<file path="src/regbank_pkg.sv">
package regbank_pkg;

  localparam logic [6:0] ADDR_ID = 7'h00;
  localparam logic [6:0] ADDR_PIN_CTRL = 7'h01;
  localparam logic [6:0] ADDR_REF_FAIL_EV = 7'h02;
  localparam logic [6:0] ADDR_LOOP_EV = 7'h03;
  localparam logic [6:0] ADDR_MON_FAIL_LO = 7'h05;
  localparam logic [6:0] ADDR_MON_FAIL_HI = 7'h06;
  localparam logic [6:0] ADDR_REF_FAIL_MASK = 7'h09;
  localparam logic [6:0] ADDR_LOOP_EV_MASK = 7'h0A;
  localparam logic [6:0] ADDR_MON_MASK_LO = 7'h0C;
  localparam logic [6:0] ADDR_MON_MASK_HI = 7'h0D;
  localparam logic [6:0] ADDR_DET_REF_LO = 7'h10;
  localparam logic [6:0] ADDR_DET_REF_HI = 7'h11;
  localparam logic [6:0] ADDR_DET_SYNC_LO = 7'h14;
  localparam logic [6:0] ADDR_DET_SYNC_HI = 7'h15;
  localparam logic [6:0] ADDR_RANGE_LO = 7'h16;
  localparam logic [6:0] ADDR_RANGE_HI = 7'h17;
  localparam logic [6:0] ADDR_SOAK_MASK = 7'h1A;
  localparam logic [6:0] ADDR_SOAK_TIMES = 7'h1C;
  localparam logic [6:0] ADDR_FILTER_CTRL = 7'h1D;
  localparam logic [6:0] ADDR_HOLD_CTRL = 7'h1E;
  localparam logic [6:0] ADDR_OP_MODE = 7'h1F;
  localparam logic [6:0] ADDR_INPUT_SEL = 7'h20;
  localparam logic [6:0] ADDR_SW_FAIL_MASK = 7'h21;
  localparam logic [6:0] ADDR_RESTORE = 7'h22;
  localparam logic [6:0] ADDR_REVERT = 7'h23;
  localparam logic [6:0] ADDR_PRIO_LO = 7'h24;
  localparam logic [6:0] ADDR_PRIO_HI = 7'h25;
  localparam logic [6:0] ADDR_LOCK_STAT = 7'h28;
  localparam logic [6:0] ADDR_CAPTURE = 7'h29;
  localparam logic [6:0] ADDR_FP_LO = 7'h40;
  localparam logic [6:0] ADDR_FP_MID = 7'h41;
  localparam logic [6:0] ADDR_FP_TOP = 7'h42;

  localparam int FP_WIDTH = 22;
  localparam int FP_TOP_BITS = 6;
  localparam logic [7:0] RESET_BYTE = 8'h00;
  localparam logic [FP_WIDTH-1:0] RESET_FP = 22'h000000;

  // Number of control address table entries; the bank holds only the first NUM_RW, the last two are ADDR_ID fillers
  localparam int NUM_CTRL = 21;
  localparam logic [6:0] CTRL_ADDRS [NUM_CTRL] = '{
    ADDR_PIN_CTRL, ADDR_REF_FAIL_MASK, ADDR_LOOP_EV_MASK, ADDR_MON_MASK_LO,
    ADDR_MON_MASK_HI, ADDR_RANGE_LO, ADDR_RANGE_HI, ADDR_SOAK_MASK,
    ADDR_SOAK_TIMES, ADDR_FILTER_CTRL, ADDR_HOLD_CTRL, ADDR_OP_MODE,
    ADDR_INPUT_SEL, ADDR_SW_FAIL_MASK, ADDR_RESTORE, ADDR_REVERT,
    ADDR_PRIO_LO, ADDR_PRIO_HI, ADDR_CAPTURE, ADDR_ID, ADDR_ID};
  localparam int NUM_RW = 19;

  // Host access request from the serial port
  typedef struct packed {
    logic rd;
    logic wr;
    logic [6:0] addr;
    logic [7:0] wdata;
  } host_req_s;

  // Live status fed in by the monitors and the loop
  typedef struct packed {
    logic [7:0] ref_fail;
    logic [7:0] loop_ev;
    logic [7:0] mon_lo;
    logic [7:0] mon_hi;
    logic [7:0] det_ref_lo;
    logic [7:0] det_ref_hi;
    logic [7:0] det_sync_lo;
    logic [7:0] det_sync_hi;
    logic [7:0] active_sel;
    logic [7:0] lock_stat;
  } live_stat_s;

endpackage

</file>
<file path="src/multibyte_register_bank.sv">
`timescale 1ns/1ps
module multibyte_register_bank
  import regbank_pkg::*;
#(
  parameter logic [7:0] CHIP_ID = 8'h5A // Arbitrary identity value
) (
  input wire logic core_clk,
  input wire logic rst,
  input wire host_req_s req,
  input wire live_stat_s stat,
  output logic [7:0] rdata_q,
  output logic rvalid_q,
  output logic int_n_q,
  output logic [7:0] ctrl_q [NUM_RW],
  output logic [FP_WIDTH-1:0] frame_offset_q
);

  logic [7:0] loop_ev_q;
  logic [7:0] mon_lo_q;
  logic [7:0] mon_hi_q;
  logic [7:0] fp_lo_sh_q;
  logic [7:0] fp_mid_sh_q;
  logic [15:0] fp_snap_q;
  logic [7:0] rd_d;
  logic [7:0] ctrl_mask_lo;
  logic [7:0] ctrl_mask_loop;
  logic [7:0] ctrl_mask_ml;
  logic [7:0] ctrl_mask_mh;
  logic [7:0] ctrl_mask_rf;

  wire logic rd_loop = req.rd && (req.addr == ADDR_LOOP_EV);
  wire logic rd_mon_lo = req.rd && (req.addr == ADDR_MON_FAIL_LO);
  wire logic rd_mon_hi = req.rd && (req.addr == ADDR_MON_FAIL_HI);

  // Read-write control bytes, one per each of the first NUM_RW table entries; a read of ADDR_INPUT_SEL returns stat.active_sel
  genvar gi;
  generate
    for (gi = 0; gi < NUM_RW; gi++) begin : g_ctrl
      always_ff @(posedge core_clk) begin
        if (rst) begin
          ctrl_q[gi] <= RESET_BYTE;
        end else if (req.wr && req.addr == CTRL_ADDRS[gi]) begin
          ctrl_q[gi] <= req.wdata;
        end
      end
    end
  endgenerate

  assign ctrl_mask_rf = ctrl_q[1];
  assign ctrl_mask_loop = ctrl_q[2];
  assign ctrl_mask_ml = ctrl_q[3];
  assign ctrl_mask_mh = ctrl_q[4];
  assign ctrl_mask_lo = ctrl_q[0];

  // Sticky event bytes; a new event wins over the read clear
  always_ff @(posedge core_clk) begin
    if (rst) begin
      loop_ev_q <= RESET_BYTE;
      mon_lo_q <= RESET_BYTE;
      mon_hi_q <= RESET_BYTE;
    end else begin
      loop_ev_q <= (rd_loop ? 8'h00 : loop_ev_q) | stat.loop_ev;
      mon_lo_q <= (rd_mon_lo ? 8'h00 : mon_lo_q) | stat.mon_lo;
      mon_hi_q <= (rd_mon_hi ? 8'h00 : mon_hi_q) | stat.mon_hi;
    end
  end

  // Frame offset shadow bytes and commit on top byte write
  always_ff @(posedge core_clk) begin
    if (rst) begin
      fp_lo_sh_q <= RESET_BYTE;
      fp_mid_sh_q <= RESET_BYTE;
      frame_offset_q <= RESET_FP;
    end else if (req.wr) begin
      if (req.addr == ADDR_FP_LO) begin
        fp_lo_sh_q <= req.wdata;
      end else if (req.addr == ADDR_FP_MID) begin
        fp_mid_sh_q <= req.wdata;
      end else if (req.addr == ADDR_FP_TOP) begin
        frame_offset_q <= {req.wdata[FP_TOP_BITS-1:0], fp_mid_sh_q, fp_lo_sh_q};
      end
    end
  end

  // Read snapshot of the upper bytes taken on the low byte read
  always_ff @(posedge core_clk) begin
    if (rst) begin
      fp_snap_q <= 16'h0000;
    end else if (req.rd && req.addr == ADDR_FP_LO) begin
      fp_snap_q <= {2'b00, frame_offset_q[FP_WIDTH-1:8]};
    end
  end

  // Read multiplexer
  always_comb begin
    rd_d = 8'h00;
    case (req.addr)
      ADDR_ID: rd_d = CHIP_ID;
      ADDR_REF_FAIL_EV: rd_d = stat.ref_fail;
      ADDR_LOOP_EV: rd_d = loop_ev_q;
      ADDR_MON_FAIL_LO: rd_d = mon_lo_q;
      ADDR_MON_FAIL_HI: rd_d = mon_hi_q;
      ADDR_DET_REF_LO: rd_d = stat.det_ref_lo;
      ADDR_DET_REF_HI: rd_d = stat.det_ref_hi;
      ADDR_DET_SYNC_LO: rd_d = stat.det_sync_lo;
      ADDR_DET_SYNC_HI: rd_d = stat.det_sync_hi;
      ADDR_INPUT_SEL: rd_d = stat.active_sel;
      ADDR_LOCK_STAT: rd_d = stat.lock_stat;
      ADDR_FP_LO: rd_d = frame_offset_q[7:0];
      ADDR_FP_MID: rd_d = fp_snap_q[7:0];
      ADDR_FP_TOP: rd_d = {2'b00, fp_snap_q[13:8]};
      default: begin
        rd_d = 8'h00;
        for (int i = 0; i < NUM_RW; i++) begin
          if (req.addr == CTRL_ADDRS[i] && req.addr != ADDR_INPUT_SEL) begin
            rd_d = ctrl_q[i];
          end
        end
      end
    endcase
  end

  // Registered read answer
  always_ff @(posedge core_clk) begin
    if (rst) begin
      rdata_q <= RESET_BYTE;
      rvalid_q <= 1'b0;
    end else begin
      rdata_q <= req.rd ? rd_d : RESET_BYTE;
      rvalid_q <= req.rd;
    end
  end

  // Interrupt: low while any unmasked event is recorded or an unmasked live reference failure stands
  always_ff @(posedge core_clk) begin
    if (rst) begin
      int_n_q <= 1'b1;
    end else begin
      int_n_q <= ~(|(stat.ref_fail & ~ctrl_mask_rf) | |(loop_ev_q & ~ctrl_mask_loop)
        | |(mon_lo_q & ~ctrl_mask_ml) | |(mon_hi_q & ~ctrl_mask_mh));
    end
  end

  logic unused_ok;
  assign unused_ok = ^ctrl_mask_lo;
endmodule

</file>
<file path="config.mk">
export PLATFORM = sky130hd
export DESIGN_NAME = multibyte_register_bank
export DESIGN_NICKNAME = d
export VERILOG_FILES = /design/src/regbank_pkg.sv /design/src/multibyte_register_bank.sv
export SDC_FILE = /design/constraint.sdc
export NUM_CORES = 1
export LEC_CHECK = 0
export BUFFER_PORTS_ARGS = -buffer_cell sky130_fd_sc_hd__clkbuf_2
export CELL_PAD_IN_SITES_DETAIL_PLACEMENT = 0
export CELL_PAD_IN_SITES_GLOBAL_PLACEMENT = 1
export CORE_UTILIZATION = 34
export DETAILED_ROUTE_END_ITERATION = 10
export GPL_ROUTABILITY_DRIVEN = 0
export GPL_TIMING_DRIVEN = 0
export PLACE_DENSITY_LB_ADDON = 0.12
export SLEW_MARGIN = 40
export SYNTH_ARGS = -nofsm -noshare
export SYNTH_HDL_FRONTEND = slang
export SYNTH_SLANG_ARGS = --single-unit
</file>
<file path="constraint.sdc">
create_clock -name core_clk -period 4.8 [get_ports core_clk]
set_clock_uncertainty 0.05 [all_clocks]
set_input_delay 0.24 -clock core_clk [delete_from_list [all_inputs] [get_ports core_clk]]
set_output_delay 0.24 -clock core_clk [all_outputs]
set_load 0.01 [all_outputs]
</file>
==> results.py, run 1 <==
metrics = {
    "outcome": {
        "status": "finished, final reports clean",
    },
    "finish": {
        "layout.cells.non_filler": 2234,
        "post-route-util": 0.449,
        "mostFrequentLayoutCell": "clkbuf_2",
        "fin_area_um2": 14700,
        "drive_above_1_share": 0.232,
        "layout.nets": 1867,
        "layout_common_cells": "clkbuf_2, dfxtp_1, nand2_1, a21oi_1, nand3_1",
        "syn2layout_area_growth_pct": 28.8,
    },
    "die": {
        "start_util": 0.348,
        "io_pins": 283,
        "die-width_um": 186,
        "core_area_um2": 32900,
        "die-area_um2": 34400,
        "dieHeight_um": 186,
        "rows": 66,
    },
    "worst_setup_path": {
        "critical_path_depth": 9,
        "critical_path.top_delay_family": "compound AO/OA/AOI/OAI gates",
        "end_kind": "register",
        "crit_chain": "clkbuf_2 -> buf_2 -> nand2b_1 -> clkbuf_1 -> nor3_2 -> a222oi_1 -> nand3_1 -> a211oi_1 -> a31oi_1",
        "r2r_slack_ns": 2.62,
        "worstReg2RegStart": "ctrl_q[64]",
        "reg2reg_depth": 5,
        "crit_arrival_ns": 3.13,
        "cp_slowest_cell": "a222oi_1",
        "rr_endpoint": "rdata_q[0]",
        "required_ns": 5.12,
        "cp_slowest_stage_delay_ns": 0.68,
        "critPathMaxFanout": 10,
        "start_kind": "primary input",
        "cp-startpoint": "req[8]",
        "path_buf_inv": 3,
        "critical_path_class": "primary input to register",
        "crit_end": "rdata_q[2]",
    },
    "synthesis": {
        "ys_ff_latch": 238,
        "syn_area_per_cell_um2": 8.02,
        "syn-cell-area_um2": 11400,
        "synth_edf_count": 0,
        "syn-instance-count": 1428,
        "synthFlopType": "dfxtp_1",
        "yosys.area.top_type": "dfxtp_1",
        "synth_async_sr_flop_share": 0,
        "synth_nets": 1527,
        "yosys_warnings": 0,
        "yosysUniqueCellTypes": 80,
        "ys_seq_area_frac": 0.416,
        "synth.area.top_cells": "dfxtp_1, a21oi_1, mux2i_1",
        "synth_top_area_frac": 0.416,
    },
    "clock_tree": {
        "htree_levels": 1,
        "cts_setup_buffers": 0,
        "cts_sinks": 238,
        "cts_made_buffers": 27,
        "cts_root_buf": "clkbuf_16",
        "clk_latency_ns": 0.56,
        "clockBufferDepth": 3,
        "clkTransAtPathRegs_ns": 0.06,
        "cts_tree": "built",
    },
    "sta": {
        "slew_violations": 0,
        "worst_slack_ns": 1.99,
        "finalHoldViolCount": 0,
        "timing.final.crit_period_ns": 2.81,
        "worst_pin_slew_ns": 0.950,
        "period_share": 0.586,
        "max_slew_margin": 0.367,
        "timing.fmax_mhz": 355,
        "setup_viol": 0,
        "tns_ns": 0,
        "holdWs_ns": 0.136,
        "rsz0062_at_grt": "false",
    },
    "grt": {
        "grt_usage": 0.316,
        "grt_pass1_wl_um": 78800,
        "antenna_found_initial": 3,
        "grt_max_degree": 14,
        "grt_overflow": 0,
        "grt_pass1_vias": 11600,
    },
    "placement": {
        "place_inst": 2149,
        "place_ws_ns": 1.56,
        "dp.final_hpwl_um": 42300,
        "port_buffers": 277,
        "placed_cell_area_um2": 13400,
    },
    "power_and_ir_drop": {
        "p_per_area_nw_per_um2": 320,
        "p_total_mw": 4.72,
        "power.leakage_nw": 6.13,
        "peakVddDrop_uv": 300,
    },
    "routing": {
        "dr.pass1.iters": 7,
        "routed_via_density": 5.73,
        "drt_iter0_markers": 1369,
        "wire_per_inst_um": 25.0,
        "drc": 0,
        "finalWirelength_um": 55800,
        "drtAntennaViolNets": 0,
        "vias": 12800,
    },
    "run": {
        "drv_cap": 0,
    },
    "hold_path": {
        "hold_start": "stat[30]",
        "hold_class": "primary input to register",
    },
}
==> worst min-delay path by stage <==
stage                               endpoint  cells past startpoint
after floorplan                 loop_ev_q[0]                      2
after global placement    frame_offset_q[10]                      2
after detailed placement  frame_offset_q[13]                      2
after CTS                         rdata_q[6]                      5
after global routing              rdata_q[6]                      5
final                             rdata_q[6]                      5
==> power by group <==
group | internal (mW) | leakage, nW | switching [mW]
Sequential | 1.99 | 1.93 | 0.0211
Clock | 1.39 | 0.483 | 0.912
Combinational | 0.127 | 3.72 | 0.278
==> layout make-up <==
| class | count | area (um^2) |
|---|---|---|
| fill | 3465 | 18100 |
| inverter | 38 | 143 |
| multi-input combinational | 1026 | 5970 |
| timing repair buffer | 311 | 1720 |
| clock buffer | 33 | 758 |
| buffer | 126 | 597 |
| antenna | 3 | 7.51 |
| sequential | 238 | 4760 |
| tap | 442 | 553 |
| clock inverter | 17 | 225 |
==> worst register-to-register path, cell delays in order (launching register included) <==
cell and delay [ns]:
dfxtp_1 0.42, o22a_1 0.18, o22ai_1 0.09, nor4_1 0.60, a21oi_1 0.21, o41ai_2 0.49
==> cell usage after synthesis (all sizes together), types with 3 or more instances <==
cell,count
dfxtp,238
nand2,205
a21oi,184
nand3,141
nor2,122
clkbuf,78
mux2i,78
buf,48
inv,37
a22oi,25
o22ai,21
o21ai,19
nor3,18
o211ai,13
a32oi,12
and2,11
a221oi,10
a222oi,10
and3,10
nor2b,9
nor3b,9
a211oi,8
nand2b,8
nand3b,8
nand4,8
and3b,7
a22o,6
a2111oi,5
a31oi,5
nor4,5
o2111ai,5
a2bb2oi,4
a32o,4
and4,4
a21boi,3
mux2,3
nor4b,3
o221ai,3
o2bb2ai,3
o32ai,3
==> per-layer routing <==
| layer | track usage | part of all wire | wire, um |
|---|---|---|---|
| met2 | 0.485 | 0.44 | 24800 |
| met5 | 0 | 0 | 0 |
| met1 | 0.446 | 0.43 | 24100 |
| met3 | 0.0405 | 0.084 | 4660 |
| met4 | 0.124 | 0.039 | 2180 |
==> logic make-up after synthesis <==
| family | share of synthesized area |
|---|---|
| flip-flops | 0.416 |
| buffers and inverters | 0.0636 |
| AO/OA/AOI/OAI | 0.204 |
| AND/OR/NAND/NOR | 0.245 |
| multiplexers | 0.0711 |
==> registers in the layout (all words and copies together) (netlist names) <==
register / cells
ctrl_q: 112
frame_offset_q: 22
fp_snap_q: 14
ctrl_mask_lo: 8
ctrl_mask_loop: 8
ctrl_mask_mh: 8
ctrl_mask_ml: 8
ctrl_mask_rf: 8
fp_lo_sh_q: 8
fp_mid_sh_q: 8
loop_ev_q: 8
mon_hi_q: 8
mon_lo_q: 8
rdata_q: 8
int_n_q: 1
rvalid_q: 1
==> timing repair <==
action | in CTS | in global routing
endpoints found under the hold margin | 38 | 0
resized for setup | 0 | 0
setup endpoints to repair | 0 | 0
hold buffers | 32 | 0
No activity file was read; power rests on OpenSTA's default activity.
==> inputs of run 2 (changes only) <==
ABC_AREA = 1   (was not set)
CORE_UTILIZATION = 33   (was 34)
clock period = 2.54 ns   (was 4.8 ns; I/O delays follow)
==> run 2 against run 1 <==
Effect of this change:
- cell count rose by 2.7%
- sequential power rose by 88%
- utilization down 1.3 points
- combinational power up 50%
- global-route usage decreased by 2.6 points
- worst hold slack got worse by 0.12 ns
==> results.py, run 2 <==
metrics = {
    "finish": {
        "layout_common_cells": "nand2_1, clkbuf_2, dfxtp_1, a21oi_1, nor2_1",
        "layout.nets": 1975,
        "drive_above_1_share": 0.211,
        "mostFrequentLayoutCell": "nand2_1",
        "top_regs": "ctrl_q: 112 flops, frame_offset_q: 22 flops, fp_snap_q: 14 flops",
        "largest_register": "ctrl_q",
        "multiInputGateArea_um2": 4990,
        "regArea_um2": 4760,
        "fill_cells": 3358,
        "largest_reg_flops": 112,
        "layout.cells.non_filler": 2294,
        "syn2layout_area_growth_pct": 29.1,
    },
    "outcome": {
        "status": "finished, final reports clean",
    },
    "placement": {
        "place_inst": 2212,
        "dp.final_hpwl_um": 36800,
        "port_buffers": 280,
    },
    "clock_tree": {
        "cts_sinks": 238,
        "cts_root_buf": "clkbuf_16",
        "cts_tree": "built",
        "htree_levels": 1,
        "clockBufferDepth": 3,
        "cts_made_buffers": 27,
        "clkTransAtPathRegs_ns": 0.06,
        "clk_latency_ns": 0.55,
    },
    "die": {
        "die-area_um2": 33000,
        "core_area_um2": 31600,
        "start_util": 0.337,
        "io_pins": 283,
        "die-width_um": 182,
        "rows": 65,
        "dieHeight_um": 182,
    },
    "grt": {
        "antenna_found_initial": 1,
        "grt_usage": 0.290,
        "grt_pass1_vias": 11300,
        "grt_pass1_wl_um": 71700,
        "grt_overflow": 0,
        "grt_max_degree": 14,
    },
    "worst_setup_path": {
        "crit_chain": "clkbuf_2 -> inv_1 -> nand3_2 -> inv_2 -> nand2_1 -> inv_2 -> nand2_1 -> nand2_1 -> a221oi_1 -> nand3_1 -> nor4_1 -> nand4_1 -> nand2_1 -> inv_1",
        "cpMostUsedCell": "nand2_1",
        "end_kind": "register",
        "cp_slowest_stage_delay_ns": 0.58,
        "path_buf_inv": 5,
        "critical_path.top_delay_family": "simple AND/OR/NAND/NOR gates",
        "critPathMaxFanout": 10,
        "critical_path_class": "primary input to register",
        "start_kind": "primary input",
        "cp_slowest_cell": "nor4_1",
        "crit_arrival_ns": 2.48,
        "required_ns": 2.94,
    },
    "synthesis": {
        "syn_area_per_cell_um2": 6.97,
        "yosys_warnings": 0,
        "synth.area.top_cells": "dfxtp_1, nand2_1, a21oi_1",
        "yosysMostFrequentCell": "nand2_1",
        "synthFlopType": "dfxtp_1",
        "synthTopCellsByCount": "nand2_1, dfxtp_1, a21oi_1",
        "syn-cell-area_um2": 10700,
        "synth_edf_count": 0,
        "synth_async_sr_flop_share": 0,
        "synth_nets": 1629,
        "synth_top_area_frac": 0.447,
        "syn-instance-count": 1530,
        "ys_seq_area_frac": 0.447,
        "yosysUniqueCellTypes": 35,
        "ys_ff_latch": 238,
        "yosys.area.top_type": "dfxtp_1",
    },
    "routing": {
        "dr.pass1.iters": 6,
        "drc": 0,
        "drtAntennaViolNets": 0,
        "routed_via_density": 5.29,
        "vias": 12100,
        "finalWirelength_um": 49100,
        "wire_per_inst_um": 21.4,
        "drt_iter0_markers": 1061,
    },
    "power_and_ir_drop": {
        "power.leakage_nw": 5.80,
        "p_clk_frac": 0.455,
        "p_per_area_nw_per_um2": 587,
        "p_total_mw": 8.09,
        "p_switching_mw": 2.02,
        "p_comb_frac": 0.075,
        "peakVddDrop_uv": 488,
        "p_seq_frac": 0.470,
        "sw_frac_of_total": 0.250,
        "p_int_mw": 6.07,
    },
    "sta": {
        "finalHoldViolCount": 0,
        "period_share": 0.819,
        "rsz0062_at_grt": "false",
        "tns_ns": 0,
        "worst_pin_slew_ns": 0.900,
        "timing.fmax_mhz": 481,
        "setup_viol": 0,
        "slew_violations": 0,
        "max_slew_margin": 0.400,
        "timing.final.crit_period_ns": 2.08,
    },
    "run": {
        "drv_cap": 0,
    },
    "hold_path": {
        "hold_class": "primary input to register",
    },
}
## run 2: changes by cell type after synthesis, moves of 22 or more
cell and change:
mux2i_1 -78, nor2_1 +41, inv_1 +89, o21ai_0 +93
nand2_1 +123, nand4_1 +22, a22oi_1 -25
## run 2: logic make-up after synthesis
logic type	after synthesis	share of synthesized area
compound gates	363	0.183
simple gates	698	0.284
flops	238	0.447
buf+inv	231	0.0854
## run 2: layout make-up
class                      instances  area share
multi-input combinational       1061       0.363
sequential                       238       0.346
tap                              402      0.0365
antenna                            1    0.000182
timing repair buffer             317       0.129
clock buffer                      41      0.0573
clock inverter                     3     0.00136
inverter                         145      0.0396
buffer                            86      0.0276
## run 2: power groups by stage
stage	sequential (mW)	combinational [mW]	clock, mW
after floorplan	3.88	0.254	0
after global placement	3.88	0.549	0
after detailed placement	3.88	0.552	0
after CTS	3.80	0.597	3.75
after global routing	3.80	0.646	3.90
final	3.80	0.604	3.68
## run 2: what timing repair did
action / 4_1_cts / 5_1_grt
hold endpoints to repair: 42 / 0
hold buffers: 37 / 0
buffers inserted: 0 / 0
gates resized for setup: 0 / 0
## run 2: final timing paths
kind | startpoint | endpoint | slack, ns | cells after the start
worst max-delay path | req[14] | rdata_q[2] | 0.46 | 14
worst min-delay path | stat[20] | rdata_q[4] | 0.02 | 5
worst max register to register | ctrl_mask_loop[4] | rdata_q[4] | 0.51 | 12
worst min register to register | fp_lo_sh_q[3] | frame_offset_q[3] | 0.42 | 2
## run 2: per-stage QoR
step | area (um^2) | util | setup WS [ns] | hold WS, ns
floorplan | 10700 | - | 0.958 | 0.194
global placement | 12600 | 0.397 | -0.0968 | 0.283
detailed placement | 12600 | 0.398 | -0.0438 | 0.290
CTS | 13800 | 0.435 | 0.514 | 0.000144
global route | 13800 | 0.435 | 0.346 | 0.0298
finish | 13800 | 0.435 | 0.460 | 0.0178
## run 2: worst min-delay path, stage by stage
cell and delay (ns):
clkbuf_2 0.07, a221oi_1 0.11, nand3_1 0.12, nor2_1 0.06
nor2_1 0.08
## run 2: routing by layer
layer | wire length (um) | vias up | track usage
met3 | 3420 | 86 | 0.0391
met5 | 0 | - | 0
li1 | - | 5769 | -
met4 | 1640 | 0 | 0.0986
met1 | 20900 | 5767 | 0.382
met2 | 23000 | 524 | 0.486
